[config.mk]
export PLATFORM = sky130hd
export DESIGN_NAME = focmd_top
export DESIGN_NICKNAME = d
export VERILOG_FILES = /design/src/rtl/focmd_pkg.sv /design/src/rtl/focmd_top.sv
export SDC_FILE = /design/constraint.sdc
export NUM_CORES = 1
export LEC_CHECK = 0
export BUFFER_PORTS_ARGS = -buffer_cell sky130_fd_sc_hd__clkbuf_2
export CORE_MARGIN = 2
export CORE_UTILIZATION = 56
export DETAILED_ROUTE_END_ITERATION = 8
export GPL_ROUTABILITY_DRIVEN = 1
export GPL_TIMING_DRIVEN = 0
export HOLD_SLACK_MARGIN = 0.06
export PLACE_DENSITY = 0.8
export SKIP_CTS_REPAIR_TIMING = 1
export SLEW_MARGIN = 20
export SYNTH_ARGS = -nofsm -noshare
export SYNTH_HDL_FRONTEND = slang
export SYNTH_SLANG_ARGS = --single-unit
[constraint.sdc]
create_clock -name clk_sys -period 10.1 [get_ports clk_sys]
set_input_delay 1.515 -clock clk_sys [delete_from_list [all_inputs] [get_ports clk_sys]]
set_output_delay 1.515 -clock clk_sys [all_outputs]
set_load 0.02 [all_outputs]
[src/rtl/focmd_pkg.sv]
package focmd_pkg;

	// Register byte offsets on the AHB-Lite slave
	localparam logic [7:0] OFS_STATUS = 8'h00;
	localparam logic [7:0] OFS_CLKDIV = 8'h04;
	localparam logic [7:0] OFS_SLOTIDX = 8'h08;
	localparam logic [7:0] OFS_PARAM = 8'h0C;
	localparam logic [7:0] OFS_CONFIG = 8'h10;
	localparam logic [7:0] OFS_SECURITY = 8'h14;
	localparam logic [7:0] OFS_PROTECT = 8'h18;

	// Status register bit positions
	localparam int STS_CCF = 7;
	localparam int STS_ACC = 5;
	localparam int STS_PROT = 4;
	localparam int STS_VERR = 1;
	localparam int STS_VUNC = 0;
	// Clock divider register: value field and loaded flag
	localparam int DIV_W = 7;
	localparam int DIV_LOADED = 7;
	// Config register: erase-all pending bit
	localparam int CFG_ERSPEND = 0;
	// Protect register: bits 7..0 program flash regions, bit 8 EEPROM
	localparam int PROT_EE = 8;
	localparam int PROT_W = 9;

	// Reset values and the unsecured security field value
	localparam logic [1:0] SEC_RESET = 2'h3;
	localparam logic [1:0] SEC_UNSECURE = 2'h2;
	localparam logic [PROT_W-1:0] PROT_RESET = 9'h000;
	localparam logic [DIV_W-1:0] DIV_RESET = 7'h00;

	// Opcodes and the slot index each must leave at launch
	localparam logic [7:0] OPC_PROG_ONCE = 8'h07;
	localparam logic [7:0] OPC_ERASE_ALL = 8'h08;
	localparam logic [7:0] OPC_ERASE_BLK = 8'h09;
	localparam logic [7:0] OPC_ERASE_SEC = 8'h0A;
	localparam logic [2:0] IDX_PROG_ONCE = 3'h5;
	localparam logic [2:0] IDX_ERASE_ALL = 3'h0;
	localparam logic [2:0] IDX_ERASE_BS = 3'h1;
	localparam logic [15:0] ONCE_MAX_IDX = 16'h0007;
	localparam int NUM_PARAM = 6;

	// Global address map
	localparam logic [5:0] PF_HI = 6'h3F;
	localparam logic [11:0] EE_HI = 12'h100;
	localparam logic [23:0] SEC_BYTE_ADDR = 24'hFFFE0F;
	localparam logic [7:0] SEC_BYTE_UNSEC = 8'hFE;

	// Operations requested from the flash array macro
	typedef enum logic [3:0] {
		OP_NONE = 4'h0,
		OP_BLANK_ONCE = 4'h1,
		OP_PROG_ONCE = 4'h2,
		OP_VERIFY_ONCE = 4'h3,
		OP_ERASE_ALL = 4'h4,
		OP_VERIFY_ALL = 4'h5,
		OP_ERASE_BLK = 4'h6,
		OP_VERIFY_BLK = 4'h7,
		OP_ERASE_SEC = 4'h8,
		OP_VERIFY_SEC = 4'h9,
		OP_PROG_SECB = 4'hA,
		OP_VERIFY_SECB = 4'hB
	} focmd_op_t;

	typedef struct packed {
		logic req;
		focmd_op_t op;
		logic [23:0] addr;
		logic [63:0] data;
	} focmd_arr_req_t;

	typedef struct packed {
		logic done;
		logic err;
		logic uncorr;
	} focmd_arr_rsp_t;

	// Sequencer states, one-hot
	typedef enum logic [7:0] {
		ST_IDLE = 8'h01,
		ST_BLANK = 8'h02,
		ST_PROG = 8'h04,
		ST_ERASE = 8'h08,
		ST_VERIFY = 8'h10,
		ST_SPROG = 8'h20,
		ST_SVERIFY = 8'h40,
		ST_DONE = 8'h80
	} focmd_state_t;

	typedef enum logic [1:0] {
		K_ONCE = 2'h0,
		K_ALL = 2'h1,
		K_AREA = 2'h2,
		K_PIN = 2'h3
	} focmd_kind_t;

endpackage : focmd_pkg

[src/rtl/focmd_top.sv]
// How it works
// - Program-once blank-checks, programs, then verifies; complete flag low throughout.
// - Program-once on an already programmed phrase sets access error instead.
// - A phrase holding all ones still counts as blank and may be programmed.
// - Program flash reads are flagged invalid while program-once runs.
// - Program-once access error on slot index not 5, mode, or bad index.
// - Verify error sets first verify bit; uncorrectable error sets the second.
// - Opcode 08 erases all flash and EEPROM, verifies, then releases security if the verify passes.
// - Erase-all access error on slot index not 0 or disallowed mode.
// - Erase-all sets protection violation and skips if anything is protected.
// - Erase-all request input runs the same whole-array erase uncommanded.
// - Request with clock divider not loaded skips erase, sets access error.
// - Divider resets after request-driven erase-all; host reloads before next command.
// - Request erase ignores protection; on pass unsecures and programs security byte.
// - Config pending bit shows the request runs; cleared at completion.
// - Erase-all never changes the protection configuration.
// - Request verify bits collect erase verify and security program verify errors.
// - Opcode 09, slot index 1, erases and verifies the addressed block.
// - Block erase alignment access errors; protection violation if any part protected.
// - Opcode 0A erases the sector; address bits 2..0 nonzero is access error.
//
// The implementer's own choices: the address map and the AHB-Lite interface to the registers.
`timescale 1ns/1ps
module focmd_top (
	// Clock and reset
	input wire logic clk_sys,
	input wire logic reset_n,
	// AHB-Lite slave
	input wire logic hsel,
	input wire logic [31:0] haddr,
	input wire logic [1:0] htrans,
	input wire logic hwrite,
	input wire logic [2:0] hsize,
	input wire logic [31:0] hwdata,
	input wire logic hready,
	output logic [31:0] hrdata,
	output logic hreadyout,
	output logic hresp,
	// System side
	input wire logic eraseAllReq,
	input wire logic cmdPermitted,
	output logic pflashRdInvalid,
	output logic [6:0] flashClkDiv,
	// Flash array macro
	output focmd_pkg::focmd_arr_req_t arrReq,
	input wire focmd_pkg::focmd_arr_rsp_t arrRsp
);

	// Reset release through two flops
	logic rstSync1_ff;
	logic rstSync2_ff;
	always_ff @(posedge clk_sys or negedge reset_n) begin
		if (!reset_n) begin
			rstSync1_ff <= 1'b0;
			rstSync2_ff <= 1'b0;
		end else begin
			rstSync1_ff <= 1'b1;
			rstSync2_ff <= rstSync1_ff;
		end
	end
	logic rstN;
	assign rstN = rstSync2_ff;

	// Registers
	logic ccf_ff;
	logic access_error_flag_ff;
	logic protViol_ff;
	logic verErr_ff;
	logic verUnc_ff;
	logic [focmd_pkg::DIV_W-1:0] div_ff;
	logic divLoaded_ff;
	logic [2:0] slotIdx_ff;
	logic [15:0] paramWord_ff [focmd_pkg::NUM_PARAM];
	logic ersPending_ff;
	logic [1:0] sec_ff;
	logic [focmd_pkg::PROT_W-1:0] prot_ff;

	// Bus pipeline
	logic pend_ff;
	logic pendWrite_ff;
	logic [7:0] pendAddr_ff;
	logic [31:0] hrdata_ff;
	logic hreadyout_ff;

	// Address phase capture; one wait state so read data can come from a flop
	always_ff @(posedge clk_sys or negedge rstN) begin
		if (!rstN) begin
			pend_ff <= 1'b0;
			pendWrite_ff <= 1'b0;
			pendAddr_ff <= 8'h00;
			hreadyout_ff <= 1'b1;
		end else if (pend_ff) begin
			pend_ff <= 1'b0;
			hreadyout_ff <= 1'b1;
		end else if (hsel && htrans[1] && hready) begin
			pend_ff <= 1'b1;
			pendWrite_ff <= hwrite;
			pendAddr_ff <= {haddr[7:2], 2'b00};
			hreadyout_ff <= 1'b0;
		end
	end

	logic busWr;
	logic busRd;
	assign busWr = pend_ff && pendWrite_ff;
	assign busRd = pend_ff && !pendWrite_ff;

	// Read mux; unmapped offsets read as zero
	logic [31:0] rdMux;
	always_comb begin
		rdMux = 32'h0000_0000;
		case (pendAddr_ff)
			focmd_pkg::OFS_STATUS: begin
				rdMux[focmd_pkg::STS_CCF] = ccf_ff;
				rdMux[focmd_pkg::STS_ACC] = access_error_flag_ff;
				rdMux[focmd_pkg::STS_PROT] = protViol_ff;
				rdMux[focmd_pkg::STS_VERR] = verErr_ff;
				rdMux[focmd_pkg::STS_VUNC] = verUnc_ff;
			end
			focmd_pkg::OFS_CLKDIV: begin
				rdMux[focmd_pkg::DIV_W-1:0] = div_ff;
				rdMux[focmd_pkg::DIV_LOADED] = divLoaded_ff;
			end
			focmd_pkg::OFS_SLOTIDX: rdMux[2:0] = slotIdx_ff;
			focmd_pkg::OFS_PARAM: begin
				if (slotIdx_ff < 3'(focmd_pkg::NUM_PARAM)) begin
					rdMux[15:0] = paramWord_ff[slotIdx_ff];
				end
			end
			focmd_pkg::OFS_CONFIG: rdMux[focmd_pkg::CFG_ERSPEND] = ersPending_ff;
			focmd_pkg::OFS_SECURITY: rdMux[1:0] = sec_ff;
			focmd_pkg::OFS_PROTECT: rdMux[focmd_pkg::PROT_W-1:0] = prot_ff;
			default: rdMux = 32'h0000_0000;
		endcase
	end

	always_ff @(posedge clk_sys or negedge rstN) begin
		if (!rstN) begin
			hrdata_ff <= 32'h0000_0000;
		end else if (busRd) begin
			hrdata_ff <= rdMux;
		end
	end

	// Busy blocks register writes so a running erase cannot be disturbed
	logic regWr;
	assign regWr = busWr && ccf_ff;

	logic launchWr;
	assign launchWr = regWr && (pendAddr_ff == focmd_pkg::OFS_STATUS) &&
		hwdata[focmd_pkg::STS_CCF] && !access_error_flag_ff && !protViol_ff;

	// Launch decode
	logic [7:0] opcode;
	logic [23:0] gAddr;
	logic isPf;
	logic isEe;
	logic launchAcc;
	logic launchProt;
	focmd_pkg::focmd_kind_t launchKind;
	focmd_pkg::focmd_op_t launchOp;
	assign opcode = paramWord_ff[0][15:8];
	assign gAddr = {paramWord_ff[0][7:0], paramWord_ff[1]};
	assign isPf = (gAddr[23:18] == focmd_pkg::PF_HI);
	assign isEe = (gAddr[23:12] == focmd_pkg::EE_HI);

	always_comb begin
		launchAcc = !divLoaded_ff || !cmdPermitted;
		launchProt = 1'b0;
		launchKind = focmd_pkg::K_AREA;
		launchOp = focmd_pkg::OP_NONE;
		case (opcode)
			focmd_pkg::OPC_PROG_ONCE: begin
				launchKind = focmd_pkg::K_ONCE;
				launchOp = focmd_pkg::OP_BLANK_ONCE;
				if (slotIdx_ff != focmd_pkg::IDX_PROG_ONCE ||
					paramWord_ff[1] > focmd_pkg::ONCE_MAX_IDX) begin
					launchAcc = 1'b1;
				end
			end
			focmd_pkg::OPC_ERASE_ALL: begin
				launchKind = focmd_pkg::K_ALL;
				launchOp = focmd_pkg::OP_ERASE_ALL;
				if (slotIdx_ff != focmd_pkg::IDX_ERASE_ALL) begin
					launchAcc = 1'b1;
				end
				launchProt = |prot_ff;
			end
			focmd_pkg::OPC_ERASE_BLK: begin
				launchOp = focmd_pkg::OP_ERASE_BLK;
				if (slotIdx_ff != focmd_pkg::IDX_ERASE_BS || !(isPf || isEe) ||
					(isPf && gAddr[2:0] != 3'h0) || (isEe && gAddr[0])) begin
					launchAcc = 1'b1;
				end
				launchProt = isPf ? |prot_ff[7:0] : prot_ff[focmd_pkg::PROT_EE];
			end
			focmd_pkg::OPC_ERASE_SEC: begin
				launchOp = focmd_pkg::OP_ERASE_SEC;
				if (slotIdx_ff != focmd_pkg::IDX_ERASE_BS || !isPf ||
					gAddr[2:0] != 3'h0) begin
					launchAcc = 1'b1;
				end
				launchProt = prot_ff[gAddr[17:15]];
			end
			default: launchAcc = 1'b1;
		endcase
	end

	// Erase-all request: edge caught and held until the sequencer is idle
	logic reqPrev_ff;
	logic reqLatch_ff;
	logic pinStart;
	focmd_pkg::focmd_state_t state_ff;
	assign pinStart = reqLatch_ff && (state_ff == focmd_pkg::ST_IDLE);
	always_ff @(posedge clk_sys or negedge rstN) begin
		if (!rstN) begin
			reqPrev_ff <= 1'b0;
			reqLatch_ff <= 1'b0;
		end else begin
			reqPrev_ff <= eraseAllReq;
			if (eraseAllReq && !reqPrev_ff) begin
				reqLatch_ff <= 1'b1;
			end else if (pinStart) begin
				reqLatch_ff <= 1'b0;
			end
		end
	end

	// Sequencer
	focmd_pkg::focmd_state_t nxt_state;
	focmd_pkg::focmd_kind_t kind_ff;
	focmd_pkg::focmd_kind_t nxt_kind;
	focmd_pkg::focmd_op_t eraseOp_ff;
	focmd_pkg::focmd_op_t nxt_eraseOp;
	focmd_pkg::focmd_op_t issueOp;
	logic issue;
	logic setAcc;
	logic setProt;
	logic setVErr;
	logic setVUnc;
	logic clrVer;
	logic setCcf;
	logic clrCcf;
	logic setUnsec;
	logic pinDone;

	always_comb begin
		nxt_state = state_ff;
		nxt_kind = kind_ff;
		nxt_eraseOp = eraseOp_ff;
		issueOp = focmd_pkg::OP_NONE;
		issue = 1'b0;
		setAcc = 1'b0;
		setProt = 1'b0;
		setVErr = 1'b0;
		setVUnc = 1'b0;
		clrVer = 1'b0;
		setCcf = 1'b0;
		clrCcf = 1'b0;
		setUnsec = 1'b0;
		pinDone = 1'b0;
		case (state_ff)
			focmd_pkg::ST_IDLE: begin
				if (pinStart) begin
					if (!divLoaded_ff) begin
						setAcc = 1'b1;
					end else begin
						nxt_kind = focmd_pkg::K_PIN;
						nxt_eraseOp = focmd_pkg::OP_ERASE_ALL;
						issueOp = focmd_pkg::OP_ERASE_ALL;
						issue = 1'b1;
						clrVer = 1'b1;
						clrCcf = 1'b1;
						nxt_state = focmd_pkg::ST_ERASE;
					end
				end else if (launchWr) begin
					clrVer = 1'b1;
					if (launchAcc || launchProt) begin
						setAcc = launchAcc;
						setProt = !launchAcc && launchProt;
					end else begin
						nxt_kind = launchKind;
						nxt_eraseOp = launchOp;
						issueOp = launchOp;
						issue = 1'b1;
						clrCcf = 1'b1;
						nxt_state = (launchKind == focmd_pkg::K_ONCE) ?
							focmd_pkg::ST_BLANK : focmd_pkg::ST_ERASE;
					end
				end
			end
			focmd_pkg::ST_BLANK: begin
				if (arrRsp.done) begin
					if (arrRsp.err) begin
						setAcc = 1'b1;
						nxt_state = focmd_pkg::ST_DONE;
					end else begin
						issueOp = focmd_pkg::OP_PROG_ONCE;
						issue = 1'b1;
						nxt_state = focmd_pkg::ST_PROG;
					end
				end
			end
			focmd_pkg::ST_PROG: begin
				if (arrRsp.done) begin
					issueOp = focmd_pkg::OP_VERIFY_ONCE;
					issue = 1'b1;
					nxt_state = focmd_pkg::ST_VERIFY;
				end
			end
			focmd_pkg::ST_ERASE: begin
				if (arrRsp.done) begin
					issueOp = focmd_pkg::focmd_op_t'(eraseOp_ff + 4'h1);
					issue = 1'b1;
					nxt_state = focmd_pkg::ST_VERIFY;
				end
			end
			focmd_pkg::ST_VERIFY: begin
				if (arrRsp.done) begin
					setVErr = arrRsp.err;
					setVUnc = arrRsp.uncorr;
					nxt_state = focmd_pkg::ST_DONE;
					if (!arrRsp.err && kind_ff == focmd_pkg::K_ALL) begin
						setUnsec = 1'b1;
					end
					if (!arrRsp.err && kind_ff == focmd_pkg::K_PIN) begin
						setUnsec = 1'b1;
						issueOp = focmd_pkg::OP_PROG_SECB;
						issue = 1'b1;
						nxt_state = focmd_pkg::ST_SPROG;
					end
				end
			end
			focmd_pkg::ST_SPROG: begin
				if (arrRsp.done) begin
					issueOp = focmd_pkg::OP_VERIFY_SECB;
					issue = 1'b1;
					nxt_state = focmd_pkg::ST_SVERIFY;
				end
			end
			focmd_pkg::ST_SVERIFY: begin
				if (arrRsp.done) begin
					setVErr = arrRsp.err;
					setVUnc = arrRsp.uncorr;
					nxt_state = focmd_pkg::ST_DONE;
				end
			end
			focmd_pkg::ST_DONE: begin
				setCcf = 1'b1;
				pinDone = (kind_ff == focmd_pkg::K_PIN);
				nxt_state = focmd_pkg::ST_IDLE;
			end
			default: nxt_state = focmd_pkg::ST_IDLE;
		endcase
	end

	always_ff @(posedge clk_sys or negedge rstN) begin
		if (!rstN) begin
			state_ff <= focmd_pkg::ST_IDLE;
			kind_ff <= focmd_pkg::K_AREA;
			eraseOp_ff <= focmd_pkg::OP_NONE;
		end else begin
			state_ff <= nxt_state;
			kind_ff <= nxt_kind;
			eraseOp_ff <= nxt_eraseOp;
		end
	end

	// Array request: one-cycle strobe; address and data stay with it
	logic [23:0] nxt_arrAddr;
	logic [63:0] nxt_arrData;
	always_comb begin
		nxt_arrAddr = gAddr;
		nxt_arrData = {paramWord_ff[2], paramWord_ff[3], paramWord_ff[4], paramWord_ff[5]};
		if (issueOp == focmd_pkg::OP_PROG_SECB || issueOp == focmd_pkg::OP_VERIFY_SECB) begin
			nxt_arrAddr = focmd_pkg::SEC_BYTE_ADDR;
			nxt_arrData = {56'h0, focmd_pkg::SEC_BYTE_UNSEC};
		end else if (kind_ff == focmd_pkg::K_ONCE || nxt_kind == focmd_pkg::K_ONCE) begin
			nxt_arrAddr = {21'h0, paramWord_ff[1][2:0]};
		end
	end

	always_ff @(posedge clk_sys or negedge rstN) begin
		if (!rstN) begin
			arrReq <= '0;
		end else begin
			arrReq.req <= issue;
			if (issue) begin
				arrReq.op <= issueOp;
				arrReq.addr <= nxt_arrAddr;
				arrReq.data <= nxt_arrData;
			end
		end
	end

	// Program flash reads are invalid for the whole program-once run
	logic pfInv_ff;
	always_ff @(posedge clk_sys or negedge rstN) begin
		if (!rstN) begin
			pfInv_ff <= 1'b0;
		end else begin
			pfInv_ff <= (nxt_kind == focmd_pkg::K_ONCE) &&
				(nxt_state != focmd_pkg::ST_IDLE);
		end
	end

	// Status flags; hardware set wins over a software clear in the same cycle
	always_ff @(posedge clk_sys or negedge rstN) begin
		if (!rstN) begin
			ccf_ff <= 1'b1;
			access_error_flag_ff <= 1'b0;
			protViol_ff <= 1'b0;
			verErr_ff <= 1'b0;
			verUnc_ff <= 1'b0;
		end else begin
			if (setCcf) begin
				ccf_ff <= 1'b1;
			end else if (clrCcf) begin
				ccf_ff <= 1'b0;
			end
			if (setAcc) begin
				access_error_flag_ff <= 1'b1;
			end else if (regWr && pendAddr_ff == focmd_pkg::OFS_STATUS &&
				hwdata[focmd_pkg::STS_ACC]) begin
				access_error_flag_ff <= 1'b0;
			end
			if (setProt) begin
				protViol_ff <= 1'b1;
			end else if (regWr && pendAddr_ff == focmd_pkg::OFS_STATUS &&
				hwdata[focmd_pkg::STS_PROT]) begin
				protViol_ff <= 1'b0;
			end
			if (setVErr) begin
				verErr_ff <= 1'b1;
			end else if (clrVer) begin
				verErr_ff <= 1'b0;
			end
			if (setVUnc) begin
				verUnc_ff <= 1'b1;
			end else if (clrVer) begin
				verUnc_ff <= 1'b0;
			end
		end
	end

	// Clock divider: cleared after a request-driven erase-all
	always_ff @(posedge clk_sys or negedge rstN) begin
		if (!rstN) begin
			div_ff <= focmd_pkg::DIV_RESET;
			divLoaded_ff <= 1'b0;
		end else if (pinDone) begin
			div_ff <= focmd_pkg::DIV_RESET;
			divLoaded_ff <= 1'b0;
		end else if (regWr && pendAddr_ff == focmd_pkg::OFS_CLKDIV) begin
			div_ff <= hwdata[focmd_pkg::DIV_W-1:0];
			divLoaded_ff <= 1'b1;
		end
	end

	// Slot index and parameter words
	always_ff @(posedge clk_sys or negedge rstN) begin
		if (!rstN) begin
			slotIdx_ff <= 3'h0;
		end else if (regWr && pendAddr_ff == focmd_pkg::OFS_SLOTIDX) begin
			slotIdx_ff <= hwdata[2:0];
		end
	end

	genvar gi;
	generate
		for (gi = 0; gi < focmd_pkg::NUM_PARAM; gi++) begin : gParam
			always_ff @(posedge clk_sys or negedge rstN) begin
				if (!rstN) begin
					paramWord_ff[gi] <= 16'h0000;
				end else if (regWr && pendAddr_ff == focmd_pkg::OFS_PARAM &&
					slotIdx_ff == 3'(gi)) begin
					paramWord_ff[gi] <= hwdata[15:0];
				end
			end
		end
	endgenerate

	// Pending bit tracks a request-driven erase from start to completion
	always_ff @(posedge clk_sys or negedge rstN) begin
		if (!rstN) begin
			ersPending_ff <= 1'b0;
		end else if (pinDone) begin
			ersPending_ff <= 1'b0;
		end else if (nxt_kind == focmd_pkg::K_PIN && state_ff == focmd_pkg::ST_IDLE &&
			nxt_state == focmd_pkg::ST_ERASE) begin
			ersPending_ff <= 1'b1;
		end
	end

	// Security field; protection is software-only, no erase path touches it
	always_ff @(posedge clk_sys or negedge rstN) begin
		if (!rstN) begin
			sec_ff <= focmd_pkg::SEC_RESET;
			prot_ff <= focmd_pkg::PROT_RESET;
		end else begin
			if (setUnsec) begin
				sec_ff <= focmd_pkg::SEC_UNSECURE;
			end
			if (regWr && pendAddr_ff == focmd_pkg::OFS_PROTECT) begin
				prot_ff <= hwdata[focmd_pkg::PROT_W-1:0];
			end
		end
	end

	// Outputs
	assign hrdata = hrdata_ff;
	assign hreadyout = hreadyout_ff;
	assign hresp = 1'b0;
	assign pflashRdInvalid = pfInv_ff;
	assign flashClkDiv = div_ff;

endmodule : focmd_top

## After elaboration in Yosys (flattened, before gate mapping)

Cells that the tools add are included.

| word-level totals | value |
|---|---|
| bits in registers | 260 |
| input bits | 79 |
| output and inout bits | 135 |
| word-level logic and storage cells | 270 |

| operators by class | value |
|---|---|
| $add $sub $neg | 1 |
| order comparisons | 4 |
| equality and inequality tests | 36 |
| multiplexer cells | 117 |
| bitwise operators | 2 |
| reductions and logical operators | 76 |

Operators by type and width:

| cell | number |
|---|---|
| $mux W8 | 11 |
| $mux W64 | 1 |
| $mux W1 | 58 |
| $bmux W16 S3 | 1 |
| $mux W16 | 3 |
| $mux W24 | 2 |
| $mux W4 | 12 |
| $pmux W8 S6 | 1 |
| $eq A8 B4 Y1 const B | 5 |
| $logic_and A1 B1 Y1 | 31 |
| $pmux W4 S6 | 1 |
| $mux W7 | 3 |
| $reduce_bool A2 Y1 | 10 |
| $eq A6 B3 Y1 const B | 3 |
| $eq A8 B3 Y1 const B | 2 |
| $gt A16 B3 Y1 const B | 1 |
| $mux W2 | 8 |
| $pmux W1 S4 | 4 |
| $pmux W4 S4 | 1 |
| $eq A12 B9 Y1 const B | 1 |
| $eq A6 B2 Y1 const B | 2 |
| $logic_or A1 B1 Y1 | 11 |
| $logic_not A1 Y1 | 10 |
| $pmux W1 S3 | 3 |
| 41 further kinds | 51 |

## Depth between registers and ports, before layout

| logic depth | value |
|---|---|
| word-level depth | 18 |
| mapped depth | 12 |
| mapped depth without buffers | 8 |

## Least setup slack after synthesis

Ideal clock, no wire load.

| timing path | value |
|---|---|
| path kind | input port to flip-flop |
| start | input arrRsp[2] (netlist bit) |
| end | register arrReq[68] (netlist bit) |
| setup time | 0.131 ns |
| arrival | 3.380 ns |
| data required time | 9.969 ns |
| setup slack | 6.589 ns |
| stages | 9 |
| buffers on the path | 2 |
| cells stage by stage | inv_1 or4_1 or3b_2 o221ai_1 nand3b_1 clkbuf_1 clkbuf_1 o2111ai_1 o21ai_0 |

| between the ends | value |
|---|---|
| cells in the longest elaborated chain, start to end | 5 |
| elaborated cells between the ends (all ways) | 14 |
| classes of those cells | eq/ne: 2; mux: 11; reduce/logical: 1 |

Ends and longest elaborated chain:

| item | RTL line | source |
|---|---|---|
| from (decl) | focmd_top.sv:46 | `input wire focmd_pkg::focmd_arr_rsp_t arrRsp` |
| $mux W4, or another cell as far along | focmd_top.sv:335 | `if (arrRsp.done) begin` |
| $pmux W4 S6 | focmd_top.sv:262 | `case (state_ff)` |
| $eq A4 B4 Y1 | focmd_top.sv:375 | `if (issueOp == focmd_pkg::OP_PROG_SECB \|\| issueOp == focmd_pkg::OP_VERIFY_SECB) begin` |
| $logic_or A1 B1 Y1 | focmd_top.sv:375 |  |
| $mux W24 | focmd_top.sv:375 |  |
| to (decl) | focmd_top.sv:45 | `output focmd_pkg::focmd_arr_req_t arrReq,` |

Several ways; a longest one is shown, not always the timed one.
A chain may end at the register's enable or synchronous reset.

## Final worst setup path

Ends and elaborated chain as after synthesis.

==> out/results.txt <==
Worst Path Required - 10.50 ns
sequential area share after synthesis - 54.4%
Post-synth ARST share - 100%
dpl ws - 5.76 ns
max incr delay on CP - 0.55 ns
gr usage total - 30.9%
met2 WL - 16700 um
Filler Cell Count - 1619
Slew @ Worst Pin - 0.942 ns
RSZ-0062 raised after global routing - false
hpwl dp - 25300 um
Crit Path Max Fanout - 10
Final setup viols - 0
most used cell, CP - clkbuf_1
Worst Hold Class - register to async pin
die area - 22600 um2
pin count of the biggest net entering global routing - 60
clock root cell - clkbuf_16
Synth area leaders - dfrtp_1 53%, mux2_2 9.7%, nand2_1 4.6%, o21ai_0 4.4%, nand3_1 3.5%
CP Launch Type - input port
Setup Crit Path Kind - input port to register
post-synthesis simple-gate area fraction - 15.4%
leakage power - 6.65 nW
worst skew pair latency - 0.54 ns
critical path endpoint category - register
Max-slew headroom - 37.2%
final hold vios - 0
final core occ - 67.2%
core box area - 21000 um2
clock sinks - 260
Cell Rows - 53
Worst Path Arrival - 4.27 ns
FF-to-FF path depth - 9
complex-gate fraction of the synthesized area - 10.7%
mux contribution to synthesized area - 14.6%
I/O pin total - 214
CTS tree - built
Post-synth EDFFs - 0
Max Used Layer - met4
CTS clk-pin slew, worst paths - 0.06 ns
Setup WS post-layout - 6.23 ns
via count - 9813
total of max-cap violations - 0
Stages on worst setup path - 10
Syn Std Cell Area - 12000 um2
crit share post-route - 38.3%
WL met1 - 13400 um
antenna violations before repair - 0
Power Total - 0.00301 W
Final Max Slew Viols - 0
drt via density - 6.12
Pwr Density - 213 nW/um2
clock buffer count from CTS - 28
syn avg cell area - 10.8 um2
H-tree depth - 1
CP Cell Sequence - clkbuf_2 > inv_1 > or4_1 > or3b_2 > o221ai_1 > nand3b_1 > clkbuf_1 > clkbuf_1 > o2111ai_1 > o21ai_0
share of post-route cells with drive strength above 1 - 27.1%
initial DRC count - 793
global-route wire length before repair - 53400 um
Max Freq - 258 MHz
port bufs - 149
area delta synth->final - 18.1%
post-layout minimum cycle time - 3.87 ns
slowest CP cell - or4_1
number of global-route vias before repair - 9655
Starting Density - 56.9%
chip width - 150 um
First-pass DRT Iterations - 5
status - complete, no violations
GPL Wtd Cong - 0.937
global route overflow - 0
placed cell areas - 13300 um2
WL final - 34700 um
# DRC - 0
post-synthesis xor/xnor area fraction - 0.366%
Yosys warning total - 0
wire per inst - 21.6 um
fin nets - 1387
clock skew - 0.0162 ns
ANT nets after route - 0
metal3 WL - 2840 um
post-synthesis adder-cell area fraction - 0.105%
top-area cell type share of the netlist area - 53.3%
synthesized flop and latch total - 260
Post-Synthesis Cells - 1107
Buf/Inv on CP - 4
ys flop type - dfrtp_1
CP top delay family - simple AND/OR/NAND/NOR gates
post-synth cell types - 71
dominant cell type by area after synthesis - dfrtp_1
maximum vdd drop - 139 uV
Final Cell Area - 14100 um2
die extent in y - 150 um
worst-case clock buffer depth - 3
Antenna Cells - 0
largest family of logic cells by synthesized area - simple AND/OR/NAND/NOR gates
Hold WS - 0.209 ns
[worst paths after layout]
| check | to | slack [ns] | startpoint |
|---|---|---|---|
| max | arrReq[68]$_DFFE_PN0P_ | 6.23 | arrRsp[2] |
| min | arrReq[77]$_DFFE_PN0P_ | 0.21 | rstN$_DFF_PN0_ |
| max reg2reg | arrReq[68]$_DFFE_PN0P_ | 6.32 | state_ff[3]$_DFF_PN0_ |
| min reg2reg | arrReq[77]$_DFFE_PN0P_ | 0.21 | rstN$_DFF_PN0_ |
| max in group asynchronous | ccf_ff$_DFFE_PN1P_ | 8.98 | rstN$_DFF_PN0_ |
| min in group clk_sys | rstN$_DFF_PN0_ | 0.36 | rstSync1_ff$_DFF_PN0_ |
[synth_stat cells, types with 4 or more instances]
library cell / number
dfrtp_1: 255
nand2_1: 147
o21ai_0: 105
mux2_2: 103
nand3_1: 83
clkbuf_1: 61
nor2_1: 38
nor3_1: 31
a21oi_1: 25
inv_1: 25
a31oi_1: 20
mux2i_1: 18
mux4_2: 18
buf_4: 17
and2_1: 12
nor4_1: 11
a221o_1: 10
nand2b_1: 7
buf_2: 6
nand4_1: 6
a222oi_1: 5
dfstp_2: 5
o2111ai_1: 5
a21o_1: 4
buf_1: 4
nand3b_1: 4
nor2b_1: 4
or3_1: 4
xnor2_1: 4
[layout by cell type (no fill, tap or decap), types with 5 or more instances in the layout]
master,Yosys,final
dfrtp_1,255,254
clkbuf_2,0,149
nand2_1,147,147
o21ai_0,105,105
mux2_2,103,103
nand3_1,83,83
clkbuf_1,61,72
nor2_1,38,38
nor3_1,31,31
clkbuf_16,0,29
a21oi_1,25,25
inv_1,25,25
a31oi_1,20,20
mux4_2,18,18
mux2i_1,18,18
conb_1,2,18
buf_4,17,17
and2_1,12,12
nor4_1,11,11
a221o_1,10,10
nand2b_1,7,7
clkinv_2,0,7
nand4_1,6,6
buf_2,6,6
o2111ai_1,5,5
a222oi_1,5,5
dfstp_2,5,5
[power breakdown]
| part | switching [W] | internal, W | total (W) |
|---|---|---|---|
| clock network | 0.000412 | 0.000585 | 0.000997 |
| registers | 0.000115 | 0.00121 | 0.00133 |
| logic | 0.000444 | 0.000238 | 0.000682 |
| total | 0.000971 | 0.00203 | 0.00301 |
[logic make-up (layout without fill, tap and decap cells)]
family	after synthesis	in the layout
AND/OR/NAND/NOR	376	376
adder cells (fa/ha/maj)	1	1
multiplexers	139	139
XOR/XNOR	5	5
other	2	18
buffers and inverters	118	323
flip-flops	260	260
AO/OA/AOI/OAI	206	206
[worst reg2reg max path, cell delays in order, from the launching register on]
cell and delay (ns):
dfrtp_1 0.36, clkbuf_1 0.19, nor4_1 0.64, nand3_1 0.44, o22ai_1 0.35, nand3b_1 0.14
clkbuf_1 0.66, clkbuf_1 0.51, o2111ai_1 0.27, o21ai_0 0.14
[state kept, by name (all words and copies together), names as in the netlist, 3 cells and up]
name / flops
pendAddr_ff: 6
hrdata: 16
opcode: 8
state_ff: 8
paramWord_ff: 64
gAddr: 24
prot_ff: 9
arrReq: 93
flashClkDiv: 7
eraseOp_ff: 4
slotIdx_ff: 3
[metal layers]
metal	track usage, %	vias up
met5	0	-
met4	15.1	0
met3	4.88	104
met2	49.7	513
met1	41.1	4849
li1	-	4347
[through the flow]
| step | TNS [ns] | std cells |
|---|---|---|
| 2_1_floorplan | 0 | 1123 |
| 3_3_place_gp | -93.52 | 1547 |
| 3_5_place_dp | 0 | 1552 |
| 4_1_cts | 0 | 1603 |
| 5_1_grt | 0 | 1603 |
| 6_report | 0 | 1603 |
[layout make-up]
type,instances,area [um2],share of cell area [%]
inverter,28,105,0.744
buffer,90,424,3.00
clock buffer,41,781,5.52
sequential,260,6520,46.1
timing repair buffer,154,876,6.20
clock inverter,10,104,0.735
tap,275,344,2.43
multi-input combinational,745,4980,35.3
Power figures use the tool's default switching activity.
